<file path="src/logic/dcbd_pkg.sv">
// Package: constants and types of the disk command block decoder
package dcbd_pkg;

  // ---------------------------------------------------------------
  // Command block layout
  // ---------------------------------------------------------------
  localparam int unsigned BLOCK_LEN    = 6;
  localparam int unsigned SENSE_LEN    = 4;
  localparam logic [2:0]  IDX_CLS_OP   = 3'h0;
  localparam logic [2:0]  IDX_UNIT_HI  = 3'h1;
  localparam logic [2:0]  IDX_MID      = 3'h2;
  localparam logic [2:0]  IDX_LOW      = 3'h3;
  localparam logic [2:0]  IDX_COUNT    = 3'h4;
  localparam logic [2:0]  IDX_CTRL     = 3'h5;
  localparam logic [2:0]  IDX_LAST     = 3'h5;
  localparam logic [1:0]  SENSE_LAST   = 2'h3;

  // ---------------------------------------------------------------
  // Classes, opcodes, control bits
  // ---------------------------------------------------------------
  localparam logic [2:0]  CLASS_DATA   = 3'h0;
  localparam logic [2:0]  CLASS_DIAG   = 3'h7;
  localparam logic [4:0]  OP_TEST_RDY  = 5'h00;
  localparam logic [4:0]  OP_RECAL     = 5'h01;
  localparam logic [4:0]  OP_SENSE     = 5'h03;
  localparam int unsigned CTL_HALF_A   = 0;
  localparam int unsigned CTL_HALF_B   = 1;
  localparam int unsigned CTL_BUF_STEP = 2;
  localparam int unsigned CTL_NO_REREAD = 6;
  localparam int unsigned CTL_NO_RETRY = 7;

  // ---------------------------------------------------------------
  // Status and sense fields
  // ---------------------------------------------------------------
  localparam int unsigned ST_ERR_BIT   = 1;
  localparam int unsigned ST_UNIT_BIT  = 5;
  localparam int unsigned SN_VALID_BIT = 7;
  localparam logic [5:0]  ERR_NONE     = 6'h00;
  localparam logic [5:0]  ERR_NOT_RDY  = 6'h04;
  localparam logic [5:0]  ERR_NO_TRK0  = 6'h06;
  localparam logic [5:0]  ERR_INVALID  = 6'h20;
  localparam logic [7:0]  BYTE_ZERO    = 8'h00;

  // ---------------------------------------------------------------
  // Timing
  // ---------------------------------------------------------------
  localparam int unsigned CLK_MHZ      = 100;
  localparam int unsigned STEP_PULSE_US = 200;
  localparam int unsigned STEP_PULSE_CYC = STEP_PULSE_US * CLK_MHZ;
  localparam int unsigned STEP_GAP_CYC = 2;
  localparam logic [15:0] MAX_STEPS    = 16'h0400;

  typedef struct packed {
    logic [2:0]  cmd_class;
    logic [4:0]  opcode;
    logic [2:0]  drive_unit_number;
    logic [20:0] block_addr;
    logic [7:0]  count;
    logic [7:0]  control;
  } dcbd_cmd_type;

  typedef struct packed {
    logic       half_step_a;
    logic       half_step_b;
    logic       buffered;
    logic       no_reread;
    logic       no_retry;
  } dcbd_opt_type;

endpackage

</file>
<file path="src/logic/dcbd_decoder.sv">
// Command block collector, decoder and status return of the disk controller

module dcbd_decoder (
  input  wire logic                   clk_i,         // System clock
  input  wire logic                   arst_n_i,      // Async reset, low
  input  wire logic                   cmd_valid_i,   // Command byte offered
  input  wire logic [7:0]             cmd_byte_i,    // Command byte
  output logic                        cmd_ready_o,   // Command byte taken
  output logic                        out_valid_o,   // Reply byte offered
  output logic [7:0]                  out_byte_o,    // Reply byte
  output logic                        out_sense_o,   // Reply byte is sense data
  output logic                        out_last_o,    // Last reply byte
  input  wire logic                   out_ready_i,   // Host takes reply byte
  input  wire logic                   drive_ready_i, // Selected drive ready
  input  wire logic                   track0_i,      // Selected drive at track 00
  input  wire logic                   xfer_err_i,    // Pulse: sector error seen
  input  wire logic [20:0]            xfer_addr_i,   // Sector or track address
  output dcbd_pkg::dcbd_cmd_type      cmd_o,         // Decoded command block
  output dcbd_pkg::dcbd_opt_type      opt_o,         // Decoded control options
  output logic                        drive_sel_o,   // Selected drive number
  output logic                        step_o,        // Step pulse to drive
  output logic                        cmd_busy_o     // Command in progress
);

  // ---------------------------------------------------------------
  // State and storage
  // ---------------------------------------------------------------
  typedef enum logic [2:0] {
    ST_COLLECT = 3'b000,
    ST_EXEC    = 3'b001,
    ST_SEEK    = 3'b010,
    ST_SENSE   = 3'b011,
    ST_STATUS  = 3'b100
  } dcbd_state_type;

  dcbd_state_type state_q;
  logic [7:0]  blk_q [dcbd_pkg::BLOCK_LEN];
  logic [2:0]  idx_q;
  logic [1:0]  sidx_q;
  logic        stat_idx_q;
  logic [5:0]  code_q;
  logic        addr_valid_q;
  logic [20:0] err_addr_q;
  logic        seek_start_q;
  logic [7:0]  out_byte_q;
  dcbd_pkg::dcbd_cmd_type cmd_q;

  // ---------------------------------------------------------------
  // Reply byte builders
  // ---------------------------------------------------------------
  function automatic logic [7:0] sense_byte(input logic [1:0]  sel,
                                            input logic        valid,
                                            input logic [5:0]  code,
                                            input logic [20:0] addr);
    logic [7:0] b;
    b = dcbd_pkg::BYTE_ZERO;
    case (sel)
      2'h0: begin
        b                          = {2'b00, code};
        b[dcbd_pkg::SN_VALID_BIT]  = valid;
      end
      2'h1: b = {3'b000, addr[20:16]};
      2'h2: b = addr[15:8];
      default: b = addr[7:0];
    endcase
    return b;
  endfunction

  // First status byte: unit and error flag, all else zero
  function automatic logic [7:0] status_byte(input logic unit,
                                             input logic err);
    logic [7:0] b;
    b                        = dcbd_pkg::BYTE_ZERO;
    b[dcbd_pkg::ST_UNIT_BIT] = unit;
    b[dcbd_pkg::ST_ERR_BIT]  = err;
    return b;
  endfunction

  // ---------------------------------------------------------------
  // Decode
  // ---------------------------------------------------------------
  wire logic byte_take  = (state_q == ST_COLLECT) && cmd_valid_i;
  wire logic block_full = byte_take && (idx_q == dcbd_pkg::IDX_LAST);
  wire logic out_take   = out_valid_o && out_ready_i;
  wire logic class_ok   = (cmd_q.cmd_class == dcbd_pkg::CLASS_DATA) ||
                          (cmd_q.cmd_class == dcbd_pkg::CLASS_DIAG);
  wire logic is_data    = (cmd_q.cmd_class == dcbd_pkg::CLASS_DATA);
  wire logic op_ready   = is_data && (cmd_q.opcode == dcbd_pkg::OP_TEST_RDY);
  wire logic op_recal   = is_data && (cmd_q.opcode == dcbd_pkg::OP_RECAL);
  wire logic op_sense   = is_data && (cmd_q.opcode == dcbd_pkg::OP_SENSE);
  wire logic seek_done;
  wire logic seek_fail;
  wire logic seek_busy;
  wire logic [7:0] status_ok;
  wire logic [7:0] status_bad;
  wire logic [7:0] status_rdy;
  wire logic [7:0] status_seek;
  wire logic [7:0] sense_next;

  // Fields from stored bytes; don't-care positions simply never read
  always_comb begin
    cmd_q.cmd_class         = blk_q[dcbd_pkg::IDX_CLS_OP][7:5];
    cmd_q.opcode            = blk_q[dcbd_pkg::IDX_CLS_OP][4:0];
    cmd_q.drive_unit_number = blk_q[dcbd_pkg::IDX_UNIT_HI][7:5];
    cmd_q.block_addr        = {blk_q[dcbd_pkg::IDX_UNIT_HI][4:0],
                               blk_q[dcbd_pkg::IDX_MID],
                               blk_q[dcbd_pkg::IDX_LOW]};
    cmd_q.count             = blk_q[dcbd_pkg::IDX_COUNT];
    cmd_q.control           = blk_q[dcbd_pkg::IDX_CTRL];
  end

  assign cmd_o              = cmd_q;
  assign opt_o.half_step_a  = cmd_q.control[dcbd_pkg::CTL_HALF_A];
  assign opt_o.half_step_b  = cmd_q.control[dcbd_pkg::CTL_HALF_B];
  assign opt_o.buffered     = cmd_q.control[dcbd_pkg::CTL_BUF_STEP];
  assign opt_o.no_reread    = cmd_q.control[dcbd_pkg::CTL_NO_REREAD];
  assign opt_o.no_retry     = cmd_q.control[dcbd_pkg::CTL_NO_RETRY];
  // Spare control bits 3..5 are not decoded (host keeps them zero)
  assign drive_sel_o        = cmd_q.drive_unit_number[0];

  // Candidate reply bytes for the reply register
  assign status_ok   = status_byte(drive_sel_o, 1'b0);
  assign status_bad  = status_byte(drive_sel_o, 1'b1);
  assign status_rdy  = status_byte(drive_sel_o, !drive_ready_i);
  assign status_seek = status_byte(drive_sel_o, seek_fail);
  assign sense_next  = sense_byte(sidx_q + 2'h1, addr_valid_q, code_q, err_addr_q);

  assign cmd_ready_o = (state_q == ST_COLLECT);
  assign out_valid_o = (state_q == ST_SENSE) || (state_q == ST_STATUS);
  assign out_byte_o  = out_byte_q;
  assign out_sense_o = (state_q == ST_SENSE);
  assign out_last_o  = (state_q == ST_STATUS) && stat_idx_q;
  assign cmd_busy_o  = (state_q != ST_COLLECT);

  // ---------------------------------------------------------------
  // Stepping
  // ---------------------------------------------------------------
  dcbd_stepper u_stepper (
    .clk_i    (clk_i),
    .arst_n_i (arst_n_i),
    .start_i  (seek_start_q),
    .opt_i    (opt_o),
    .track0_i (track0_i),
    .step_o   (step_o),
    .busy_o   (seek_busy),
    .done_o   (seek_done),
    .fail_o   (seek_fail)
  );

  // ---------------------------------------------------------------
  // Command block storage
  // ---------------------------------------------------------------
  always_ff @(posedge clk_i or negedge arst_n_i) begin
    if (!arst_n_i) begin
      for (int i = 0; i < dcbd_pkg::BLOCK_LEN; i++) begin
        blk_q[i] <= dcbd_pkg::BYTE_ZERO;
      end
    end else if (byte_take) begin
      blk_q[idx_q] <= cmd_byte_i;
    end
  end

  // ---------------------------------------------------------------
  // Sequencer
  // ---------------------------------------------------------------
  always_ff @(posedge clk_i or negedge arst_n_i) begin
    if (!arst_n_i) begin
      state_q      <= ST_COLLECT;
      idx_q        <= 3'h0;
      sidx_q       <= 2'h0;
      stat_idx_q   <= 1'b0;
      code_q       <= dcbd_pkg::ERR_NONE;
      addr_valid_q <= 1'b0;
      err_addr_q   <= 21'h000000;
      seek_start_q <= 1'b0;
      out_byte_q   <= dcbd_pkg::BYTE_ZERO;
    end else begin
      seek_start_q <= 1'b0;
      // Failing sector or track address from the transfer engine
      if (xfer_err_i) begin
        err_addr_q <= xfer_addr_i;
      end
      case (state_q)
        ST_COLLECT: begin
          if (byte_take) begin
            idx_q <= block_full ? 3'h0 : idx_q + 3'h1;
          end
          if (block_full) begin
            state_q <= ST_EXEC;
          end
        end
        ST_EXEC: begin
          if (!class_ok || !(op_ready || op_recal || op_sense)) begin
            code_q       <= dcbd_pkg::ERR_INVALID;
            addr_valid_q <= 1'b0;
            state_q      <= ST_STATUS;
            out_byte_q   <= status_bad;
          end else if (op_ready) begin
            code_q       <= drive_ready_i ? dcbd_pkg::ERR_NONE : dcbd_pkg::ERR_NOT_RDY;
            addr_valid_q <= 1'b0;
            state_q      <= ST_STATUS;
            out_byte_q   <= status_rdy;
          end else if (op_recal) begin
            seek_start_q <= 1'b1;
            state_q      <= ST_SEEK;
          end else begin
            sidx_q     <= 2'h0;
            state_q    <= ST_SENSE;
            out_byte_q <= sense_byte(2'h0, addr_valid_q, code_q, err_addr_q);
          end
          stat_idx_q <= 1'b0;
        end
        ST_SEEK: begin
          if (seek_done || seek_fail) begin
            code_q       <= seek_fail ? dcbd_pkg::ERR_NO_TRK0 : dcbd_pkg::ERR_NONE;
            addr_valid_q <= 1'b0;
            state_q      <= ST_STATUS;
            out_byte_q   <= status_seek;
          end else if (!seek_busy && !seek_start_q) begin
            seek_start_q <= 1'b1;
          end
        end
        ST_SENSE: begin
          if (out_take) begin
            if (sidx_q == dcbd_pkg::SENSE_LAST) begin
              state_q    <= ST_STATUS;
              out_byte_q <= status_ok;
            end else begin
              sidx_q     <= sidx_q + 2'h1;
              out_byte_q <= sense_next;
            end
          end
        end
        ST_STATUS: begin
          if (out_take) begin
            if (stat_idx_q) begin
              state_q    <= ST_COLLECT;
              stat_idx_q <= 1'b0;
            end else begin
              stat_idx_q <= 1'b1;
              out_byte_q <= dcbd_pkg::BYTE_ZERO;
            end
          end
        end
        default: state_q <= ST_COLLECT;
      endcase
    end
  end

endmodule

</file>
<file path="src/logic/dcbd_stepper.sv">
// Step pulse generator driving the head arm toward track 00
module dcbd_stepper #(
  parameter int unsigned PULSE_CYC = dcbd_pkg::STEP_PULSE_CYC
) (
  input  wire logic                clk_i,      // System clock
  input  wire logic                arst_n_i,   // Async reset, low
  input  wire logic                start_i,    // Begin seek to track 00
  input  wire dcbd_pkg::dcbd_opt_type opt_i,   // Stepping options
  input  wire logic                track0_i,   // Drive at track 00
  output logic                     step_o,     // Step pulse
  output logic                     busy_o,     // Seek in progress
  output logic                     done_o,     // Pulse: track 00 reached
  output logic                     fail_o      // Pulse: track 00 not reached
);

  typedef enum logic [1:0] {
    SP_IDLE  = 2'b00,
    SP_PULSE = 2'b01,
    SP_GAP   = 2'b10
  } dcbd_sp_type;

  dcbd_sp_type sp_q;
  logic [31:0] tmr_q;
  logic [15:0] steps_q;
  logic [31:0] pulse_len;
  logic        tmr_end;
  logic        limit;

  // Buffered stepping uses the long pulse; other variants a short one
  assign pulse_len = opt_i.buffered ? 32'(PULSE_CYC) : 32'(dcbd_pkg::STEP_GAP_CYC);
  assign tmr_end   = (tmr_q == 32'h0000_0000);
  assign limit     = (steps_q == dcbd_pkg::MAX_STEPS);
  assign step_o    = (sp_q == SP_PULSE);
  assign busy_o    = (sp_q != SP_IDLE);

  always_ff @(posedge clk_i or negedge arst_n_i) begin
    if (!arst_n_i) begin
      sp_q    <= SP_IDLE;
      tmr_q   <= 32'h0000_0000;
      steps_q <= 16'h0000;
      done_o  <= 1'b0;
      fail_o  <= 1'b0;
    end else begin
      done_o <= 1'b0;
      fail_o <= 1'b0;
      if (!tmr_end) begin
        tmr_q <= tmr_q - 32'h0000_0001;
      end
      case (sp_q)
        SP_IDLE: begin
          if (start_i) begin
            steps_q <= 16'h0000;
            if (track0_i) begin
              done_o <= 1'b1;
            end else begin
              sp_q  <= SP_PULSE;
              tmr_q <= pulse_len - 32'h0000_0001;
            end
          end
        end
        SP_PULSE: begin
          if (tmr_end) begin
            sp_q    <= SP_GAP;
            tmr_q   <= 32'(dcbd_pkg::STEP_GAP_CYC);
            steps_q <= steps_q + 16'h0001;
          end
        end
        SP_GAP: begin
          if (tmr_end) begin
            if (track0_i) begin
              sp_q   <= SP_IDLE;
              done_o <= 1'b1;
            end else if (limit) begin
              sp_q   <= SP_IDLE;
              fail_o <= 1'b1;
            end else begin
              sp_q  <= SP_PULSE;
              tmr_q <= pulse_len - 32'h0000_0001;
            end
          end
        end
        default: sp_q <= SP_IDLE;
      endcase
    end
  end

endmodule

</file>
<file path="config.mk">
export PLATFORM = sky130hd
export DESIGN_NAME = dcbd_decoder
export DESIGN_NICKNAME = d
export VERILOG_FILES = /design/src/logic/dcbd_pkg.sv /design/src/logic/dcbd_decoder.sv /design/src/logic/dcbd_stepper.sv
export SDC_FILE = /design/constraint.sdc
export NUM_CORES = 1
export LEC_CHECK = 0
export BUFFER_PORTS_ARGS = -buffer_cell sky130_fd_sc_hd__clkbuf_2
export CAP_MARGIN = 20
export CORE_ASPECT_RATIO = 2
export CORE_MARGIN = 3
export CORE_UTILIZATION = 55
export DETAILED_ROUTE_END_ITERATION = 16
export PLACE_DENSITY = 0.77
export SYNTH_ARGS = -nofsm -noshare
export SYNTH_HDL_FRONTEND = slang
export SYNTH_SLANG_ARGS = --single-unit
export TNS_END_PERCENT = 50
</file>
<file path="constraint.sdc">
create_clock -name clk_i -period 7.5 [get_ports clk_i]
set_input_delay 0.375 -clock clk_i [delete_from_list [all_inputs] [get_ports clk_i]]
set_output_delay 0.375 -clock clk_i [all_outputs]
set_load 0.03 [all_outputs]
</file>
# Yosys cells after proc, flatten, opt, wreduce, memory -nomap -nowiden
# Cells that the tools add are included.
[classes] n_addsub=5 magnitude_cmp=2 n_eq_ne=31 muxes=76 bitwise_logic=1 reduce_logical=41
[ops] cell="$mux 32" count=7
[ops] cell="$pmux 32 s3" count=1
[ops] cell="$mux 8" count=9
[ops] cell="$sub 32x1->32 const B" count=2
[ops] cell="$bwmux 48" count=1
[ops] cell="$mux 3" count=11
[ops] cell="$logic_not 32->1" count=1
[ops] cell="$mux 16" count=2
[ops] cell="$pmux 16 s2" count=1
[ops] cell="$pmux 8 s4" count=1
[ops] cell="$demux 8 s3" count=1
[ops] cell="$pmux 8 s3" count=1
[ops] cell="$mux 2" count=10
[ops] cell="$ne 2x2->1 const B" count=10
[ops] cell="$mux 1" count=19
[ops] cell="$mux 6" count=3
[ops] cell="$reduce_and 6->1" count=3
[ops] cell="$add 16x1->16 const B" count=1
[ops] cell="$eq 16x11->1 const B" count=1
[ops] cell="$mux 15" count=1
[ops] cell="$pmux 3 s5" count=1
[ops] cell="$pmux 6 s2" count=1
[ops] cell="$ne 2x1->1 const B" count=5
[ops] cell="$reduce_bool 2->1" count=5
[ops] cell="28 further kinds" count=58
[totals] register_bits=146 inputBits=36 out_inout_bits=68

# Depth between registers and ports, before layout
[logic_depth] ltp_word=8 depth_mapped=13

# Hierarchy
# From an unflattened synthesis, not the netlist that was laid out.
[unflattened] cells_unflattened=660 hier_area_um2=7139.3
[modules_own_cells] mod="dcbd_decoder" n_inst=1 cells_per_inst=326 area_per_inst_um2=4166.5
[modules_own_cells] mod="dcbd_stepper" n_inst=1 cells_per_inst=334 area_per_inst_um2=2972.9

# Least setup slack after synthesis
# No wires, ideal clock.
[synth_path] path_kind="reg2reg" startpoint="register u_stepper.tmr_q[12]" endpoint="register u_stepper.tmr_q[0]" setup_time_ps=119 arrival_time_ps=2627 setup_slack_ps=4755 path_stages_with_launch=12 cell_sequence="dfrtp_1 or4_4 and4b_1 buf_4 and3_1 buf_2 inv_1 clkbuf_1 ha_1 o21ai_0 mux2_2 o21a_1"
[synth_between] elab_chain_cells=6
[synth_rtl] item="start: declaration" line_no="dcbd_stepper.sv:23" text="logic [31:0] tmr_q;"
[synth_rtl] item="start signal: assignment" line_no="dcbd_stepper.sv:47" text="tmr_q <= tmr_q - 32'h0000_0001;"
[synth_rtl] item="start signal: assignment" line_no="dcbd_stepper.sv:57" text="tmr_q <= pulse_len - 32'h0000_0001;"
[synth_rtl] item="start signal: assignment" line_no="dcbd_stepper.sv:64" text="tmr_q <= 32'(dcbd_pkg::STEP_GAP_CYC);"
[synth_rtl] item="$logic_not 32->1 (*)" line_no="dcbd_stepper.sv:31" text="assign tmr_end = (tmr_q == 32'h0000_0000);"
[synth_rtl] item="$mux 32" line_no="dcbd_stepper.sv:46" text="if (!tmr_end) begin"
[synth_rtl] item="$mux 32" line_no="dcbd_stepper.sv:73" text="end else if (limit) begin"
[synth_rtl] item="$mux 32" line_no="dcbd_stepper.sv:70" text="if (track0_i) begin"
[synth_rtl] item="$mux 32" line_no="dcbd_stepper.sv:69" text="if (tmr_end) begin"
[synth_rtl] item="$pmux 32 s3 (*)" line_no="dcbd_stepper.sv:49" text="case (sp_q)"
# Every way passes the cells marked *; elsewhere a longest branch is shown, timed or not.
# A chain may end at the register's enable or synchronous reset.

# Final worst setup path
# Same ends and word-level chain as after synthesis.

==> impl_metrics.json <==
{
  "drc": 0,
  "ys_async_sr_fraction_pct": 100.0,
  "synth_edf_count": 0,
  "cts_buffers": 17,
  "synth_top_cell_area_share_pct": 49.84,
  "grt_pass1_vias": 5779,
  "crit_path_end_kind": "flop",
  "io_buffer_count": 103,
  "wl_per_cell_um": 18.37,
  "synth_nets": 717,
  "grt.overflow.total": 0,
  "fp.dieH_um": 167.0,
  "finalCritPeriodShare_pct": 54.46,
  "cts_resized": 0,
  "fin_util_pct": 65.69,
  "synth_cell_types": 65,
  "cts.sinks": 142,
  "drtIter0Drc": 362,
  "whs_path_depth": 2,
  "coreArea_um2": 12630,
  "clockRootBuffer": "clkbuf_16",
  "synth_ff_type": "dfrtp_1",
  "cts.clk_slew.worst_paths_ns": 0.07,
  "gp_congestion": 0.8755,
  "yosysTopAreaCell": "dfrtp_1",
  "finalPower_mw": 3.360,
  "grt_setup_unrepaired": "false",
  "die_area_um2": 14450,
  "row_count": 58,
  "ys_seq_area_share_pct": 49.84,
  "clock_path_buffers": 2,
  "antennaDiodeCount": 0,
  "drive_gt1_share_pct": 29.61,
  "start_kind": "flop",
  "synth_cells": 669,
  "cts_tree": "yes",
  "syn_to_final_growth_pct": 16.34,
  "crit_type": "flop to flop",
  "maxSlewViolCount": 0,
  "grt_antenna_before_repair": 0,
  "reg2reg_slack_ns": 3.42,
  "peakVddDrop_mv": 0.3255,
  "viasPerCell": 6.198,
  "drt.antenna.violating_nets": 0,
  "maxSlewHeadroom_pct": 28.63,
  "die_x_um": 86.51,
  "crit_arrival_ns": 4.39,
  "period_minus_slack_ns": 4.084,
  "netlist_area_um2": 7129,
  "vias": 5702,
  "grt_max_degree": 73,
  "fin_setup_tns_ns": 0,
  "start_util_pct": 56.46,
  "setup_viol": 0,
  "synth_area_per_cell_um2": 10.66,
  "hold_violations": 0,
  "hpwl_mm": 12.28,
  "cap_violations": 0,
  "powerDensity_nw_per_um2": 405.1,
  "skew_ns": 0.01615,
  "min_path_type": "primary input to flop",
  "status": "finished, final reports clean",
  "cts_max_level": 4,
  "grt_util_all_layers_pct": 24.06,
  "dr.pass1.iters": 5,
  "io_pins": 104,
  "leakage_nw": 3.700,
  "max_freq_mhz": 244.8,
  "tightest_slew_ns": 1.068,
  "clock_latency_ns": 0.42,
  "r2r_cells": 8,
  "synth.area.top_cells": "dfrtp_1 50%, mux2_2 12%, a21oi_1 4.2%, o21ai_0 2.7%, ha_1 2.1%",
  "grt_pass1_wl_mm": 27.70,
  "yosysWarnings": 0,
  "num-nets-final": 805,
  "totalWireLength_mm": 16.90,
  "synth_seq_cells": 142,
  "critPathMaxFanout": 27,
  "crit_required_ns": 7.80
}
==> cell usage after synthesis, drive strengths merged, types with 7 or more instances <==
| master | instances |
|---|---|
| dfrtp | 142 |
| mux2 | 77 |
| a21oi | 60 |
| nand2 | 40 |
| o21ai | 39 |
| nor2 | 33 |
| inv | 22 |
| or4 | 21 |
| clkbuf | 20 |
| o31ai | 19 |
| nand3 | 18 |
| buf | 17 |
| nor3 | 16 |
| or3 | 14 |
| ha | 12 |
| nand2b | 9 |
| nand4 | 8 |
| a31oi | 7 |
| nor4 | 7 |
==> path summary, 6_finish.rpt <==
check	startpoint	end
max	u_stepper.tmr_q[12]	u_stepper.tmr_q[0]
min	xfer_addr_i[3]	err_addr_q[3]
max reg2reg	u_stepper.tmr_q[12]	u_stepper.tmr_q[0]
min reg2reg	err_addr_q[14]	err_addr_q[14]
max in group asynchronous	arst_n_i	u_stepper.steps_q[2]
min in group asynchronous	arst_n_i	u_stepper.tmr_q[13]
==> power breakdown <==
| part | total, mW | leakage (nW) | switching, mW | internal (mW) |
|---|---|---|---|---|
| Combinational | 1.24 | 1.60 | 0.779 | 0.464 |
| Sequential | 1.25 | 1.80 | 0.241 | 1.01 |
| Clock | 0.870 | 0.297 | 0.362 | 0.508 |
==> per-stage QoR <==
stage | hold WS, ns | area (um^2) | std cells | setup WS, ns
floorplan | 0.07941 | 7129 | 669 | 4.755
global placement | 0.4172 | 7660 | 886 | 3.744
detailed placement | 0.4270 | 7660 | 886 | 3.495
CTS | 0.1767 | 8287 | 919 | 3.484
global route | 0.1764 | 8294 | 920 | 3.153
finish | 0.1910 | 8294 | 920 | 3.416
==> metal layers <==
metal / vias to the layer above / share of wire, % / track usage (%)
met1: 2830 / 36 / 25.57
li1: 2656 / - / -
met4: 0 / 3.4 / 11.40
met2: 174 / 56 / 43.86
met5: - / 0 / 0
met3: 42 / 4.1 / 4.901
==> worst max-delay path, cell delays in order, from the launching register on <==
cell and delay (ns):
dfrtp_1 0.40, or4_4 0.58, and4b_1 0.64, and3_1 0.87
inv_1 0.44, ha_1 0.45, o21ai_0 0.12, mux2_2 0.29
o21a_1 0.17
==> state kept, by name, summed over array words and instances, names as in the netlist, 3 cells and up <==
register	flops
idx_q	3
state_q	3
out_byte_o	8
u_stepper.steps_q	16
err_addr_q	21
cmd_o	48
code_q	3
u_stepper.tmr_q	32
==> timing repair <==
item                                   in CTS  in global routing
endpoints found under the hold margin      63                  0
hold buffers                                1                  0
buffers inserted                            0                  0
==> placed cells by master (no fill, tap or decap), drive strengths merged, types with 14 or more instances in the layout <==
cell type / instances
mux2: 77
or3: 14
nand3: 18
dfrtp: 142
o21ai: 39
nand2: 40
nor3: 16
o31ai: 19
inv: 31
or4: 21
nor2: 33
a21oi: 60
clkbuf: 119
==> cell type report <==
cell class	count	area (um^2)
multi-input combinational	468	3307
inverter	22	82.58
sequential	142	3553
clock inverter	15	191.4
timing repair buffer	106	546.8
clock buffer	17	425.4
fill	1007	4333
tap	150	187.7
==> cells by family after synthesis <==
| family | Yosys count | share of synthesized area, % |
|---|---|---|
| adder cells (fa/ha/maj) | 12 | 2.106 |
| AO/OA/AOI/OAI | 162 | 13.85 |
| multiplexers | 79 | 12.44 |
| flip-flops | 142 | 49.84 |
| AND/OR/NAND/NOR | 208 | 17.13 |
| buffers and inverters | 59 | 3.773 |
| XOR/XNOR | 7 | 0.8600 |
Power figures use the tool's default switching activity.
